<file path="src/hdl/sd_irq_consts.svh">
// Register offsets, field positions, event masks and reset values of the event status block
`ifndef SD_IRQ_CONSTS_SVH
`define SD_IRQ_CONSTS_SVH

`define OFS_BLK_LEN_LO 8'h0c
`define OFS_BLK_LEN_HI 8'h0d
`define OFS_BLK_CNT_LO 8'h0e
`define OFS_BLK_CNT_HI 8'h0f
`define OFS_CUR_CNT_LO 8'h20
`define OFS_CUR_CNT_HI 8'h21
`define OFS_MASK_ONE 8'h24
`define OFS_MASK_TWO 8'h25
`define OFS_STATUS_ONE 8'h28
`define OFS_STATUS_TWO 8'h29
`define OFS_EXT_CTRL 8'h34

`define BL_MASTER_IRQ_BIT 15
`define BL_DETECT_SEL_BIT 13
`define BL_DETECT_POL_BIT 12
`define EXT_AUTO_STOP_BIT 0

`define S1_CARD_CHANGE_BIT 7
`define S1_BLOCK_DONE_BIT 5
`define S1_XFER_DONE_BIT 4
`define S1_SLOT_BIT 3
`define S1_WRITE_OK_BIT 1
`define S1_EVENT_MASK 8'hb0

`define S2_WR_CRC_BIT 7
`define S2_RD_CRC_BIT 6
`define S2_RSP_CRC_BIT 5
`define S2_DATA_TIMEOUT_BIT 4
`define S2_AUTO_STOP_BIT 3
`define S2_RSP_TIMEOUT_BIT 2
`define S2_CMD_DONE_BIT 1
`define S2_EVENT_MASK 8'hfe

`define RST_BYTE 8'h00
`define RST_WORD 16'h0000
`define RST_CUR_CNT 16'hffff
`define CNT_INFINITE 16'hffff

`endif

</file>
<file path="src/hdl/sd_irq_pkg.sv">
// Types shared by the event status block and its surroundings
package sd_irq_pkg;

  // One-cycle pulses from the command and data engines
  typedef struct packed {
    logic wr_crc_err;
    logic rd_crc_err;
    logic rsp_crc_err;
    logic data_timeout;
    logic auto_stop_rsp;
    logic rsp_timeout;
    logic cmd_done;
    logic block_done;
    logic xfer_done;
    logic multi_start;
  } engine_events_t;

  // Byte-wide register port of the card host register space
  typedef struct packed {
    logic [7:0] addr;
    logic wr;
    logic rd;
    logic [7:0] wdata;
  } reg_req_t;

  typedef enum logic [1:0] {
    CNT_IDLE = 2'b00,
    CNT_RUN = 2'b01,
    CNT_STOP = 2'b10
  } count_state_t;

endpackage

</file>
<file path="src/hdl/sd_host_event_status_mask.sv">
// Event status, mask and interrupt logic of the card host controller
// Summary of operation
// - Write data CRC error sets status-two bit 7
// - Read data CRC error sets status-two bit 6
// - Response CRC error sets status-two bit 5
// - Data access timeout sets status-two bit 4
// - Remaining count reaching zero issues automatic CMD12
// - Automatic CMD12 response sets status-two bit 3
// - Response timeout sets status-two bit 2
// - Command done, or command sent, sets bit 1
// - Card insert or remove sets status-one bit 7
// - Each finished block sets status-one bit 5
// - Whole transfer finished sets status-one bit 4
// - Slot bit shows card, zero unless detect selected
// - Write-protect bit: zero protected, one writable
// - Event flags clear by writing one
// - Mask-two bits read/write, reset zero; status resets zero
// - Mask-two bit 3 gates auto stop interrupt
// - Block length bit 15 gates all interrupts
// - Bit 13 selects detect pin, bit 12 polarity
// - Mask-one bits 7, 5, 4 gate their events
// - Remaining count resets FFFFh, ends at 0000h
`timescale 1ns/1ps
`default_nettype none
`include "sd_irq_consts.svh"

module sd_host_event_status_mask
  import sd_irq_pkg::*;
(
  input wire logic core_clk,
  input wire logic reset_n,
  input wire reg_req_t reg_req,
  output logic [7:0] reg_rdata,
  input wire engine_events_t events,
  input wire logic card_detect_pin,
  input wire logic write_protect_pin,
  output logic auto_stop_req,
  output logic irq
);

  // Read decode of the byte register map
  // Reads have no side effects, so software may poll the status bytes freely
  function automatic logic [7:0] read_mux(
    input logic [7:0] addr,
    input logic [15:0] blk_len,
    input logic [15:0] blk_cnt,
    input logic [15:0] cur_cnt,
    input logic [7:0] mask_one,
    input logic [7:0] mask_two,
    input logic [7:0] status_one,
    input logic [7:0] status_two,
    input logic [7:0] ext_ctrl
  );
    logic [7:0] data;
    data = `RST_BYTE;
    if (addr == `OFS_BLK_LEN_LO) begin
      data = blk_len[7:0];
    end else if (addr == `OFS_BLK_LEN_HI) begin
      data = blk_len[15:8];
    end else if (addr == `OFS_BLK_CNT_LO) begin
      data = blk_cnt[7:0];
    end else if (addr == `OFS_BLK_CNT_HI) begin
      data = blk_cnt[15:8];
    end else if (addr == `OFS_CUR_CNT_LO) begin
      data = cur_cnt[7:0];
    end else if (addr == `OFS_CUR_CNT_HI) begin
      data = cur_cnt[15:8];
    end else if (addr == `OFS_MASK_ONE) begin
      data = mask_one;
    end else if (addr == `OFS_MASK_TWO) begin
      data = mask_two;
    end else if (addr == `OFS_STATUS_ONE) begin
      data = status_one;
    end else if (addr == `OFS_STATUS_TWO) begin
      data = status_two;
    end else if (addr == `OFS_EXT_CTRL) begin
      data = ext_ctrl;
    end
    return data;
  endfunction

  function automatic logic wr_hit(input reg_req_t req, input logic [7:0] ofs);
    return req.wr && (req.addr == ofs);
  endfunction

  // Pin synchronisers and detect tracking
  logic cd_meta_reg, cd_sync_reg, wp_meta_reg, wp_sync_reg;
  logic cd_meta_next, cd_sync_next, wp_meta_next, wp_sync_next;
  logic present_prev_reg, present_prev_next;
  logic primed_reg, primed_next;

  // Software-visible registers
  logic [15:0] blk_len_reg, blk_len_next;
  logic [15:0] blk_cnt_reg, blk_cnt_next;
  logic [15:0] cur_cnt_reg, cur_cnt_next;
  logic [7:0] mask_one_reg, mask_one_next;
  logic [7:0] mask_two_reg, mask_two_next;
  logic [7:0] s1_evt_reg, s1_evt_next;
  logic [7:0] s2_evt_reg, s2_evt_next;
  logic [7:0] ext_ctrl_reg, ext_ctrl_next;
  logic [7:0] rdata_reg, rdata_next;

  // Block count sequencing
  count_state_t cnt_state_reg, cnt_state_next;
  logic stop_req_reg, stop_req_next;
  logic irq_reg, irq_next;

  logic detect_sel, card_present, slot_bit;
  logic [7:0] s1_set, s2_set, s1_clr, s2_clr, status_one_view;

  assign detect_sel = blk_len_reg[`BL_DETECT_SEL_BIT];
  // Polarity 0 means a low pin marks a card in the slot
  assign card_present = blk_len_reg[`BL_DETECT_POL_BIT] ? cd_sync_reg : ~cd_sync_reg;
  assign slot_bit = detect_sel & card_present;
  assign status_one_view = s1_evt_reg
                         | ({7'h00, slot_bit} << `S1_SLOT_BIT)
                         | ({7'h00, wp_sync_reg} << `S1_WRITE_OK_BIT);

  always_comb begin
    cd_meta_next = card_detect_pin;
    cd_sync_next = cd_meta_reg;
    wp_meta_next = write_protect_pin;
    wp_sync_next = wp_meta_reg;
    present_prev_next = slot_bit;
    // The first cycle after reset only loads the history, so no false change is seen
    primed_next = 1'b1;
  end

  // Event sets and software clears
  always_comb begin
    s1_set = `RST_BYTE;
    s2_set = `RST_BYTE;
    s1_set[`S1_CARD_CHANGE_BIT] = primed_reg && detect_sel
                                  && (slot_bit != present_prev_reg);
    s1_set[`S1_BLOCK_DONE_BIT] = events.block_done;
    s1_set[`S1_XFER_DONE_BIT] = events.xfer_done;
    s2_set[`S2_WR_CRC_BIT] = events.wr_crc_err;
    s2_set[`S2_RD_CRC_BIT] = events.rd_crc_err;
    s2_set[`S2_RSP_CRC_BIT] = events.rsp_crc_err;
    s2_set[`S2_DATA_TIMEOUT_BIT] = events.data_timeout;
    s2_set[`S2_AUTO_STOP_BIT] = events.auto_stop_rsp;
    s2_set[`S2_RSP_TIMEOUT_BIT] = events.rsp_timeout;
    s2_set[`S2_CMD_DONE_BIT] = events.cmd_done;
    s1_clr = wr_hit(reg_req, `OFS_STATUS_ONE) ? reg_req.wdata : `RST_BYTE;
    s2_clr = wr_hit(reg_req, `OFS_STATUS_TWO) ? reg_req.wdata : `RST_BYTE;
    // A set in the clearing cycle survives, so no event is lost
    s1_evt_next = ((s1_evt_reg & ~s1_clr) | s1_set) & `S1_EVENT_MASK;
    s2_evt_next = ((s2_evt_reg & ~s2_clr) | s2_set) & `S2_EVENT_MASK;
  end

  // Plain read/write control registers
  always_comb begin
    blk_len_next = blk_len_reg;
    blk_cnt_next = blk_cnt_reg;
    mask_one_next = mask_one_reg;
    mask_two_next = mask_two_reg;
    ext_ctrl_next = ext_ctrl_reg;
    if (wr_hit(reg_req, `OFS_BLK_LEN_LO)) begin
      blk_len_next[7:0] = reg_req.wdata;
    end else if (wr_hit(reg_req, `OFS_BLK_LEN_HI)) begin
      blk_len_next[15:8] = reg_req.wdata;
    end else if (wr_hit(reg_req, `OFS_BLK_CNT_LO)) begin
      blk_cnt_next[7:0] = reg_req.wdata;
    end else if (wr_hit(reg_req, `OFS_BLK_CNT_HI)) begin
      blk_cnt_next[15:8] = reg_req.wdata;
    end else if (wr_hit(reg_req, `OFS_MASK_ONE)) begin
      mask_one_next = reg_req.wdata;
    end else if (wr_hit(reg_req, `OFS_MASK_TWO)) begin
      mask_two_next = reg_req.wdata;
    end else if (wr_hit(reg_req, `OFS_EXT_CTRL)) begin
      ext_ctrl_next = reg_req.wdata;
    end
    rdata_next = rdata_reg;
    if (reg_req.rd) begin
      rdata_next = read_mux(reg_req.addr, blk_len_reg, blk_cnt_reg, cur_cnt_reg,
                            mask_one_reg, mask_two_reg, status_one_view,
                            s2_evt_reg, ext_ctrl_reg);
    end
  end

  // Remaining block count and automatic stop command
  always_comb begin
    cnt_state_next = cnt_state_reg;
    cur_cnt_next = cur_cnt_reg;
    stop_req_next = 1'b0;
    case (cnt_state_reg)
      CNT_IDLE: begin
        if (events.multi_start) begin
          cur_cnt_next = blk_cnt_reg;
          cnt_state_next = CNT_RUN;
        end
      end
      CNT_RUN: begin
        // A count of FFFFh runs until software stops the transfer
        if (events.block_done && blk_cnt_reg != `CNT_INFINITE
            && cur_cnt_reg != `RST_WORD) begin
          cur_cnt_next = cur_cnt_reg - 16'h0001;
        end
        if (cur_cnt_reg == `RST_WORD && blk_cnt_reg != `CNT_INFINITE) begin
          stop_req_next = ext_ctrl_reg[`EXT_AUTO_STOP_BIT];
          cnt_state_next = CNT_STOP;
        end else if (events.xfer_done) begin
          cnt_state_next = CNT_IDLE;
        end
      end
      CNT_STOP: begin
        // Hold at zero until the stop response or the transfer end closes the command
        if (events.auto_stop_rsp || events.xfer_done) begin
          cnt_state_next = CNT_IDLE;
        end
      end
      default: begin
        cnt_state_next = CNT_IDLE;
      end
    endcase
  end

  // Level interrupt: it stays up until software clears or masks every source, or clears block length bit 15
  always_comb begin
    irq_next = blk_len_reg[`BL_MASTER_IRQ_BIT]
             && (|(s1_evt_reg & mask_one_reg & `S1_EVENT_MASK)
                 || |(s2_evt_reg & mask_two_reg & `S2_EVENT_MASK));
  end

  // Synchroniser stages and detect history
  always_ff @(posedge core_clk) begin
    if (!reset_n) begin
      cd_meta_reg <= 1'b0;
      cd_sync_reg <= 1'b0;
      wp_meta_reg <= 1'b0;
      wp_sync_reg <= 1'b0;
      present_prev_reg <= 1'b0;
      primed_reg <= 1'b0;
    end else begin
      cd_meta_reg <= cd_meta_next;
      cd_sync_reg <= cd_sync_next;
      wp_meta_reg <= wp_meta_next;
      wp_sync_reg <= wp_sync_next;
      present_prev_reg <= present_prev_next;
      primed_reg <= primed_next;
    end
  end

  // Status flags; cleared by reset so no stale event survives it
  always_ff @(posedge core_clk) begin
    if (!reset_n) begin
      s1_evt_reg <= `RST_BYTE;
      s2_evt_reg <= `RST_BYTE;
    end else begin
      s1_evt_reg <= s1_evt_next;
      s2_evt_reg <= s2_evt_next;
    end
  end

  // Control registers and read data
  always_ff @(posedge core_clk) begin
    if (!reset_n) begin
      blk_len_reg <= `RST_WORD;
      blk_cnt_reg <= `RST_WORD;
      mask_one_reg <= `RST_BYTE;
      mask_two_reg <= `RST_BYTE;
      ext_ctrl_reg <= `RST_BYTE;
      rdata_reg <= `RST_BYTE;
    end else begin
      blk_len_reg <= blk_len_next;
      blk_cnt_reg <= blk_cnt_next;
      mask_one_reg <= mask_one_next;
      mask_two_reg <= mask_two_next;
      ext_ctrl_reg <= ext_ctrl_next;
      rdata_reg <= rdata_next;
    end
  end

  // Block count sequencing
  always_ff @(posedge core_clk) begin
    if (!reset_n) begin
      cur_cnt_reg <= `RST_CUR_CNT;
      cnt_state_reg <= CNT_IDLE;
      stop_req_reg <= 1'b0;
    end else begin
      cur_cnt_reg <= cur_cnt_next;
      cnt_state_reg <= cnt_state_next;
      stop_req_reg <= stop_req_next;
    end
  end

  // The interrupt line only moves on a clock edge, so it never glitches
  always_ff @(posedge core_clk) begin
    if (!reset_n) begin
      irq_reg <= 1'b0;
    end else begin
      irq_reg <= irq_next;
    end
  end

  assign reg_rdata = rdata_reg;
  assign auto_stop_req = stop_req_reg;
  assign irq = irq_reg;

endmodule
`default_nettype wire

</file>
<file path="config.mk">
export PLATFORM = sky130hd
export DESIGN_NAME = sd_host_event_status_mask
export DESIGN_NICKNAME = d
export VERILOG_FILES = /design/src/hdl/sd_irq_pkg.sv /design/src/hdl/sd_host_event_status_mask.sv
export VERILOG_INCLUDE_DIRS = /design/src /design/src/hdl
export SDC_FILE = /design/constraint.sdc
export NUM_CORES = 1
export LEC_CHECK = 0
export ABC_AREA = 1
export BUFFER_PORTS_ARGS = -buffer_cell sky130_fd_sc_hd__buf_2
export CAP_MARGIN = 20
export CORE_ASPECT_RATIO = 0.7
export CORE_MARGIN = 3
export CORE_UTILIZATION = 57
export CTS_CLUSTER_SIZE = 8
export DETAILED_ROUTE_END_ITERATION = 8
export PLACE_DENSITY = 0.79
export SKIP_LAST_GASP = 1
export SYNTH_ARGS = -nofsm -noshare
export SYNTH_HDL_FRONTEND = slang
export SYNTH_SLANG_ARGS = --single-unit
</file>
<file path="constraint.sdc">
create_clock -name core_clk -period 3.6 [get_ports core_clk]
set_input_delay 0.72 -clock core_clk [delete_from_list [all_inputs] [get_ports core_clk]]
set_output_delay 0.72 -clock core_clk [all_outputs]
set_load 0.01 [all_outputs]
</file>
== Word-level counts from Yosys, hierarchy flattened ==
Cells that the tools add are included.
Storage, ports and cells
  register bits after elaboration: 106
  input port bits: 32
  output and inout port bits: 10
  word-level logic and storage cells: 115
Cells by class
  add/sub/neg operators: 1
  eq/ne operators: 19
  mux-type cells: 23
  bitwise gates (word level): 18
  reduce and logical (&&, ||, !) cells: 32
Operator list (count)
  $mux 8: 13
  $eq 8x6->1 const B: 7
  $and 8x8->8: 4
  $eq 8x4->1 const B: 4
  $mux 16: 2
  $pmux 16 s2: 1
  $logic_not 16->1: 1
  $ne 16x16->1 const B: 1
  $not 8->8: 2
  $or 8x8->8: 2
  $reduce_bool 16->1: 1
  $sub 16x1->16 const B: 1
  $logic_and 1x1->1: 15
  $reduce_and 3->1: 4
  $mux 2: 4
  $or 8x2->8: 1
  $or 8x4->8: 1
  $not 1->1: 7
  $reduce_and 7->1: 1
  $reduce_or 7->1: 1
  $ne 2x2->1 const B: 3
  $pmux 2 s3: 1
  $reduce_and 6->1: 1
  $reduce_and 5->1: 1
  12 further kinds: 14

== Logic depth before layout (Yosys ltp) ==
Gate-level depths: netlist of the first run.
  depth in word-level cells: 14
  depth in mapped cells: 14

== Worst setup path after synthesis of the first run ==
Ideal clock, no wire load.
  path kind: input to register
  from: in reg_req[17] (netlist bit)
  to: reg blk_cnt_reg[6]
  arrival time: 1.852 ns
  slack: 1.629 ns
  stages on the path: 9
  path through: nor2_1 > nand3_1 > inv_2 > nand4_1 > inv_1 > nand2_1 > buf_2 > o21ai_0 > a21oi_1
On the way
  longest elaborated chain between the ends: 4
RTL lines
  from (decl): RTL line sd_host_event_status_mask.sv:32  | input wire reg_req_t reg_req,
  $eq 8x4->1: RTL line sd_host_event_status_mask.sv:83  | return req.wr && (req.addr == ofs);
  $logic_and 1x1->1: RTL line sd_host_event_status_mask.sv:83
  $not 1->1 (no source line)
  $reduce_and 3->1 (no source line) (*)
  to (signal assigned): RTL line sd_host_event_status_mask.sv:259  | blk_cnt_reg <= `RST_WORD;
  to (signal assigned): RTL line sd_host_event_status_mask.sv:266  | blk_cnt_reg <= blk_cnt_next;
  to (decl): RTL line sd_host_event_status_mask.sv:94  | logic [15:0] blk_cnt_reg, blk_cnt_next;
Mark *: on every way between the ends. The rest lies on a longest branch, timed or not.
A chain may end at the register's enable or synchronous reset.

== Final worst setup path of the first run ==
  from: reg cur_cnt_reg[0]
  to: reg cur_cnt_reg[6]
On the way
  longest elaborated chain between the ends: 4
RTL lines
  from (decl): RTL line sd_host_event_status_mask.sv:95  | logic [15:0] cur_cnt_reg, cur_cnt_next;
  from (signal assigned): RTL line sd_host_event_status_mask.sv:277  | cur_cnt_reg <= `RST_CUR_CNT;
  from (signal assigned): RTL line sd_host_event_status_mask.sv:281  | cur_cnt_reg <= cur_cnt_next;
  branches (longest 4 deep; another with $sub 16x1->16)
Parallel ways; which one is timed is not known. The select of a mux whose other input is x is not followed.

==> results of run 1 <==
-- worst min-delay path, stage by stage, from the launching register on --
cell	delay [ps]
dfxtp_1	320
nand2_1	70
inv_1	40
-- cells by family (layout without fill, tap and decap cells) --
group / Yosys count / count (layout) / share of synthesized area [%]
AND/OR/NAND/NOR: 311 / 311 / 27.1
buffers and inverters: 134 / 171 / 10.6
adder cells (fa/ha/maj): 1 / 1 / 0.253
XOR/XNOR: 3 / 3 / 0.531
flip-flops: 100 / 100 / 40.4
AO/OA/AOI/OAI: 196 / 196 / 21.1
-- layout make-up --
| type | instances | area [µm²] | share of cell area (%) |
|---|---|---|---|
| Clock buffer | 9 | 225 | 4.06 |
| Clock inverter | 7 | 91.3 | 1.65 |
| Inverter | 108 | 405 | 7.31 |
| Multi-Input combinational cell | 511 | 2420 | 43.7 |
| Sequential cell | 100 | 2000 | 36.1 |
| Tap cell | 116 | 145 | 2.62 |
| Timing Repair Buffer | 47 | 250 | 4.51 |
-- per-layer routing --
metal  part of all wire (%)  vias to the layer above
li1                       -                     2511
met1                     43                     2446
met2                     41                      363
met3                     14                       31
met4                    1.8                        0
met5                      0                        -
-- path summary, 6_finish.rpt --
kind / slack, ps / endpoint
worst max-delay path: 1220 / cur_cnt_reg[6]
worst min-delay path: 460 / wp_sync_reg
worst max register to register: 1220 / cur_cnt_reg[6]
worst min register to register: 460 / wp_sync_reg
-- power by group through the flow --
| stage | clock [mW] | combinational (mW) | sequential (mW) |
|---|---|---|---|
| final | 1.02 | 0.214 | 1.17 |
| after global routing | 1.07 | 0.234 | 1.17 |
| after CTS | 1.02 | 0.207 | 1.17 |
| after detailed placement | 0 | 0.206 | 1.19 |
| after global placement | 0 | 0.198 | 1.19 |
| after floorplan | 0 | 0.130 | 1.18 |
-- through the flow --
| stage | hold slack (ps) | util (%) | area [µm²] | cells | setup slack [ps] |
|---|---|---|---|---|---|
| detailed placement | 447 | 64.2 | 5230 | 882 | 962 |
| finish | 460 | 68.1 | 5540 | 898 | 1220 |
| CTS | 459 | 68.1 | 5540 | 898 | 1300 |
| floorplan | 390 | - | 4950 | 745 | 1630 |
| global placement | 409 | 64.2 | 5230 | 882 | 1110 |
| global route | 480 | 68.1 | 5540 | 898 | 1050 |
-- cells in the final DEF (no fill, tap or decap), types with 2 or more instances in the layout --
| cell type | instances |
|---|---|
| inv_2 | 3 |
| buf_2 | 41 |
| inv_1 | 104 |
| o2111ai_1 | 6 |
| nand4_1 | 16 |
| o211ai_1 | 9 |
| o21ai_0 | 84 |
| nor3_1 | 6 |
| buf_4 | 6 |
| nand2_2 | 3 |
| inv_6 | 2 |
| nor4_1 | 3 |
| nor2_2 | 5 |
| a21oi_1 | 88 |
| nor2_1 | 71 |
| xor2_1 | 3 |
| nand3_1 | 51 |
| o21ai_1 | 2 |
| clkbuf_16 | 9 |
| nand2_1 | 152 |
| dfxtp_1 | 100 |
==> results.py, run 1 <==
metrics = {
    "cts": {
        "post_cts_buffers": 0,
        "h-tree-depth": 3,
        "cts_hold_buf": 0,
        "cts_sinks": 100,
        "cts_max_path_buffers": 2,
        "clk_pin_slew_ps": 70,
        "cts_buffers": 9,
        "cts_resized": 0,
        "clockRootBuffer": "clkbuf_16",
        "cts_tree": "done",
        "clock_latency_ps": 340,
    },
    "critical_path": {
        "cp-start-kind": "flip-flop",
        "slowest_delay_ps": 330,
        "crit_start": "cur_cnt_reg[0]",
        "critPathMaxFanout": 26,
        "worst-path-buf-inv": 4,
        "crit_family": "simple AND/OR/NAND/NOR gates",
        "crit_slowest_cell": "nor2_1",
        "worstSetupPathDepth": 13,
        "worstPathCellList": "inv_1, ha_1, inv_1, nor2_1, nand2_1, nor2_1, nand2_1, nand3_1, o21ai_2, buf_4, inv_1, nand2_1, nand3_1",
        "arrival_ps": 2650,
        "reg2reg_from": "cur_cnt_reg[0]",
        "r2r_cells": 13,
        "path_class": "flip-flop to flip-flop",
        "critPathCaptureType": "flip-flop",
        "cp.required_ps": 3880,
    },
    "power": {
        "seqPwrFrac_pct": 48.7,
        "p_sw_share_pct": 27.0,
        "p_int_mw": 1.76,
        "p_leak_nw": 2.33,
        "pwr-share-comb_pct": 8.9,
        "switching_power_mw": 0.650,
        "ir_worst_vdd_v": 0.000377,
        "finalPower_mw": 2.41,
        "clockPowerShare_pct": 42.4,
        "power.density_mw_per_mm2": 434,
    },
    "global_route": {
        "grt_use_met1_pct": 48.6,
        "grt_pass1_vias": 4773,
        "top_usage_layer": "met1",
        "grt_pass1_wl_um": 25700,
        "grt-ovfl-total": 0,
        "grt_use_met3_pct": 9.82,
        "grtUsageTotal_pct": 33.1,
        "grt_antenna_before_repair": 0,
        "met2_usage_pct": 47.4,
        "grt_max_degree": 65,
    },
    "synthesis": {
        "async_reset_ff_share_pct": 0,
        "syn_avg_cell_area_um2": 6.64,
        "synth_seq_cells": 100,
        "synth_nets": 778,
        "yosysTopAreaCellShare_pct": 40.4,
        "synth_edf_count": 0,
        "seq_area_frac_synth_pct": 40.4,
        "synth_commonest_cells": "nand2_1 (152), inv_1 (104), dfxtp_1 (100)",
        "netlist_area_mm2": 0.00495,
        "synth_cell_types": 33,
        "synth.largest_area_cell": "dfxtp_1",
        "synth_most_common_cell": "nand2_1",
        "synth_area_leaders": "dfxtp_1 (40%), nand2_1 (12%), a21oi_1 (8.9%), o21ai_0 (8.5%), inv_1 (7.9%)",
        "syn_inst": 745,
        "ys.flop_type": "dfxtp_1",
        "ys_warn_count": 0,
    },
    "drt": {
        "drt_pre_antenna_iters": 6,
        "ant_nets": 0,
        "routed_wl_um": 16500,
        "avgRoutedWirePerCell_um": 18.4,
        "vias_per_cell": 5.96,
        "drcViolationCount": 0,
        "vias": 5351,
        "drt-initial-drc-count": 861,
    },
    "outcome": {
        "status": "complete, no violations",
    },
    "layout": {
        "num_antenna_cells": 0,
        "fill_cells": 724,
        "drive_above_1_share_pct": 10.1,
        "finalNetCount": 810,
        "area_delta_synth_final_pct": 12.0,
    },
    "place": {
        "place.gp.congestion": 1.02,
        "port_buffers": 41,
        "hpwlAfterDp_um": 12300,
    },
    "timing": {
        "hold_violations": 0,
        "maxSlewViolCount": 0,
        "slew_headroom_pct": 50.7,
        "setup_tns_ps": 0,
        "finalCritPeriodShare_pct": 66.0,
        "period_minus_slack_ps": 2380,
        "tightest_slew_ps": 721,
        "rsz0062_at_grt": "no",
        "max_freq_mhz": 421,
        "skew_ps": 4.52,
        "setup-violations-final": 0,
    },
    "die": {
        "start_util_pct": 60.8,
        "coreArea_mm2": 0.00814,
        "die_height_um": 84.0,
        "core.rowCount": 27,
        "fp.dieArea_mm2": 0.00986,
        "ios": 42,
        "die_width_um": 117,
    },
    "hold_path": {
        "worstHoldPathType": "flip-flop to flip-flop",
        "worstHoldStart": "wp_meta_reg",
        "worstHoldPathCells": 2,
    },
    "job": {
        "cap_violations": 0,
    },
}
Note: power is estimated with default switching activity, not from simulation.
==> inputs of run 2 (changes only) <==
Settings changed: ABC_AREA 1 to 0, PLACE_DENSITY 0.79 to 0.78.
Clock period 3.6 ns to 2.4 ns, I/O delays scaled along.
==> run 2 against run 1 <==
First-iteration DRC count decreased by 12%. Largest power group unchanged. Highest routed layer unchanged. Synthesized cell count decreased by 16%. Core utilization increased by 0.49 points. Critical path type unchanged. Critical path depth decreased by 5.
==> results.py, run 2 <==
metrics = {
    "outcome": {
        "status": "complete, no violations",
    },
    "cts": {
        "clockRootBuffer": "clkbuf_16",
        "clk_pin_slew_ps": 70,
        "clock_latency_ps": 350,
        "h-tree-depth": 3,
        "cts_max_path_buffers": 2,
        "cts_buffers": 9,
        "cts_sinks": 100,
        "cts_tree": "done",
        "post_cts_buffers": 0,
    },
    "synthesis": {
        "ys_warn_count": 0,
        "yosysTopAreaCellShare_pct": 37.8,
        "synth.largest_area_cell": "dfxtp_1",
        "netlist_area_mm2": 0.00530,
        "synth_most_common_cell": "dfxtp_1",
        "seq_area_frac_synth_pct": 37.8,
        "synth_edf_count": 0,
        "synth_area_leaders": "dfxtp_1 (38%), mux2i_1 (11%), nor2b_1 (6.7%), a21oi_1 (4.7%), nand2_1 (4.5%)",
        "async_reset_ff_share_pct": 0,
        "synth_cell_types": 67,
        "ys.flop_type": "dfxtp_1",
        "synth_nets": 660,
        "synth_seq_cells": 100,
        "synth_commonest_cells": "dfxtp_1 (100), nand2_1 (63), nor2b_1 (57)",
        "syn_inst": 627,
        "syn_avg_cell_area_um2": 8.45,
    },
    "critical_path": {
        "critPathMaxFanout": 14,
        "r2r_cells": 8,
        "cp-start-kind": "flip-flop",
        "r2r_slack_ps": 270,
        "crit_start": "cur_cnt_reg[0]",
        "arrival_ps": 2350,
        "cp.required_ps": 2620,
        "r2r_end": "cur_cnt_reg[11]",
        "critPathCaptureType": "flip-flop",
        "reg2reg_from": "cur_cnt_reg[0]",
        "path_class": "flip-flop to flip-flop",
        "crit_path_end": "cur_cnt_reg[11]",
    },
    "job": {
        "cap_violations": 0,
    },
    "timing": {
        "setup-violations-final": 0,
        "layout_setup_ws_ps": 267,
        "hold_violations": 0,
        "finalCritPeriodShare_pct": 88.9,
        "maxSlewViolCount": 0,
        "rsz0062_at_grt": "no",
        "setup_tns_ps": 0,
        "tightest_slew_ps": 578,
        "skew_ps": 6.39,
        "slew_headroom_pct": 61.1,
        "max_freq_mhz": 469,
        "period_minus_slack_ps": 2130,
    },
    "layout": {
        "drive_above_1_share_pct": 16.2,
        "finalNetCount": 700,
        "stdcell_count": 792,
        "num_antenna_cells": 0,
        "final_cell_mix": "dfxtp_1 (100), nand2_1 (63), mux2i_1 (56), nor2b_1 (56), a21oi_1 (50)",
        "fill_cells": 738,
        "area_delta_synth_final_pct": 13.3,
        "fin_area_mm2": 0.00601,
        "layout_commonest_cell": "dfxtp_1",
    },
    "place": {
        "port_buffers": 41,
        "place_area_mm2": 0.00570,
        "dp_cells": 776,
        "hpwlAfterDp_um": 12600,
        "place.gp.congestion": 0.978,
        "dpl_worst_slack_ps": 94.0,
    },
    "global_route": {
        "grt_antenna_before_repair": 0,
        "grt-ovfl-total": 0,
        "grt_pass1_wl_um": 26600,
        "grt_pass1_vias": 4776,
        "grtUsageTotal_pct": 33.1,
        "grt_max_degree": 74,
    },
    "drt": {
        "vias": 5146,
        "vias_per_cell": 6.50,
        "routed_wl_um": 16900,
        "drcViolationCount": 0,
        "ant_nets": 0,
        "avgRoutedWirePerCell_um": 21.4,
        "drt_pre_antenna_iters": 6,
        "drt-initial-drc-count": 757,
    },
    "die": {
        "core.rowCount": 28,
        "fp.dieArea_mm2": 0.0105,
        "start_util_pct": 60.5,
        "coreArea_mm2": 0.00876,
        "die_height_um": 86.7,
        "die_width_um": 121,
        "ios": 42,
    },
    "power": {
        "power.density_mw_per_mm2": 613,
        "finalPower_mw": 3.69,
        "p_leak_nw": 2.43,
        "ir_worst_vdd_v": 0.000478,
    },
    "hold_path": {
        "worstHoldPathType": "input pin to flip-flop",
        "worstHoldPathCells": 2,
    },
}
==> run 2: layout make-up <==
type | count | area (µm²) | area share [%]
Clock buffer | 10 | 239 | 3.98
Clock inverter | 6 | 71.3 | 1.19
Timing Repair Buffer | 71 | 443 | 7.37
Inverter | 10 | 37.5 | 0.625
Multi-Input combinational cell | 475 | 3060 | 51.0
Sequential cell | 100 | 2000 | 33.3
Tap cell | 120 | 150 | 2.50
==> run 2: how the worst min path moves through the flow <==
stage | start | to | slack (ps)
after global placement | cd_meta_reg | cd_sync_reg | 420
after floorplan | cd_meta_reg | cd_sync_reg | 410
after global routing | card_detect_pin | cd_meta_reg | 350
after CTS | card_detect_pin | cd_meta_reg | 330
final | card_detect_pin | cd_meta_reg | 330
after detailed placement | cd_meta_reg | cd_sync_reg | 420
==> run 2: metrics by stage <==
stage	hold slack [ps]	util [%]
3_3_place_gp	418	65.0
6_report	333	68.6
2_1_floorplan	412	-
4_1_cts	328	68.6
3_5_place_dp	419	65.0
5_1_grt	345	68.6
==> run 2: where the power goes <==
group	internal, mW	switching (mW)	leakage, nW
clock network	0.848	0.657	0.151
registers	1.71	0.0795	0.815
logic	0.148	0.243	1.47
==> run 2: worst max-delay path: stages (launching register included) <==
cell and delay, ps:
dfxtp_1 390, inv_1 100, ha_1 230, nor3b_4 160, and4_4 180, a211oi_4 200, or2_2 390, mux2i_1 250
nand3_1 90
==> run 2: cells by family (layout without fill, tap and decap cells) <==
logic type / count (synthesis) / in the layout / share of synthesized area (%)
and+or+nand+nor: 260 / 260 / 26.7
AOI/OAI and AO/OA: 153 / 153 / 19.4
adders and majority gates: 1 / 1 / 0.236
muxes: 58 / 58 / 11.0
DFF: 100 / 100 / 37.8
xor gates and xnor gates: 3 / 3 / 0.496
buffers and inverters: 52 / 97 / 4.46
==> run 2: what timing repair did <==
item / CTS / global route
gates resized for setup: 0 / 1
setup endpoints to repair: 0 / 10
hold buffers: 0 / 0
==> run 2: per-layer routing <==
metal	wire [µm]	share of wire, %	global-route usage [%]	up-vias
li1	-	-	-	2347
met1	7540	45	48.4	2466
met2	7110	42	48.5	304
met3	1940	11	8.41	29
met4	321	1.9	9.36	0
met5	0	0	0	-
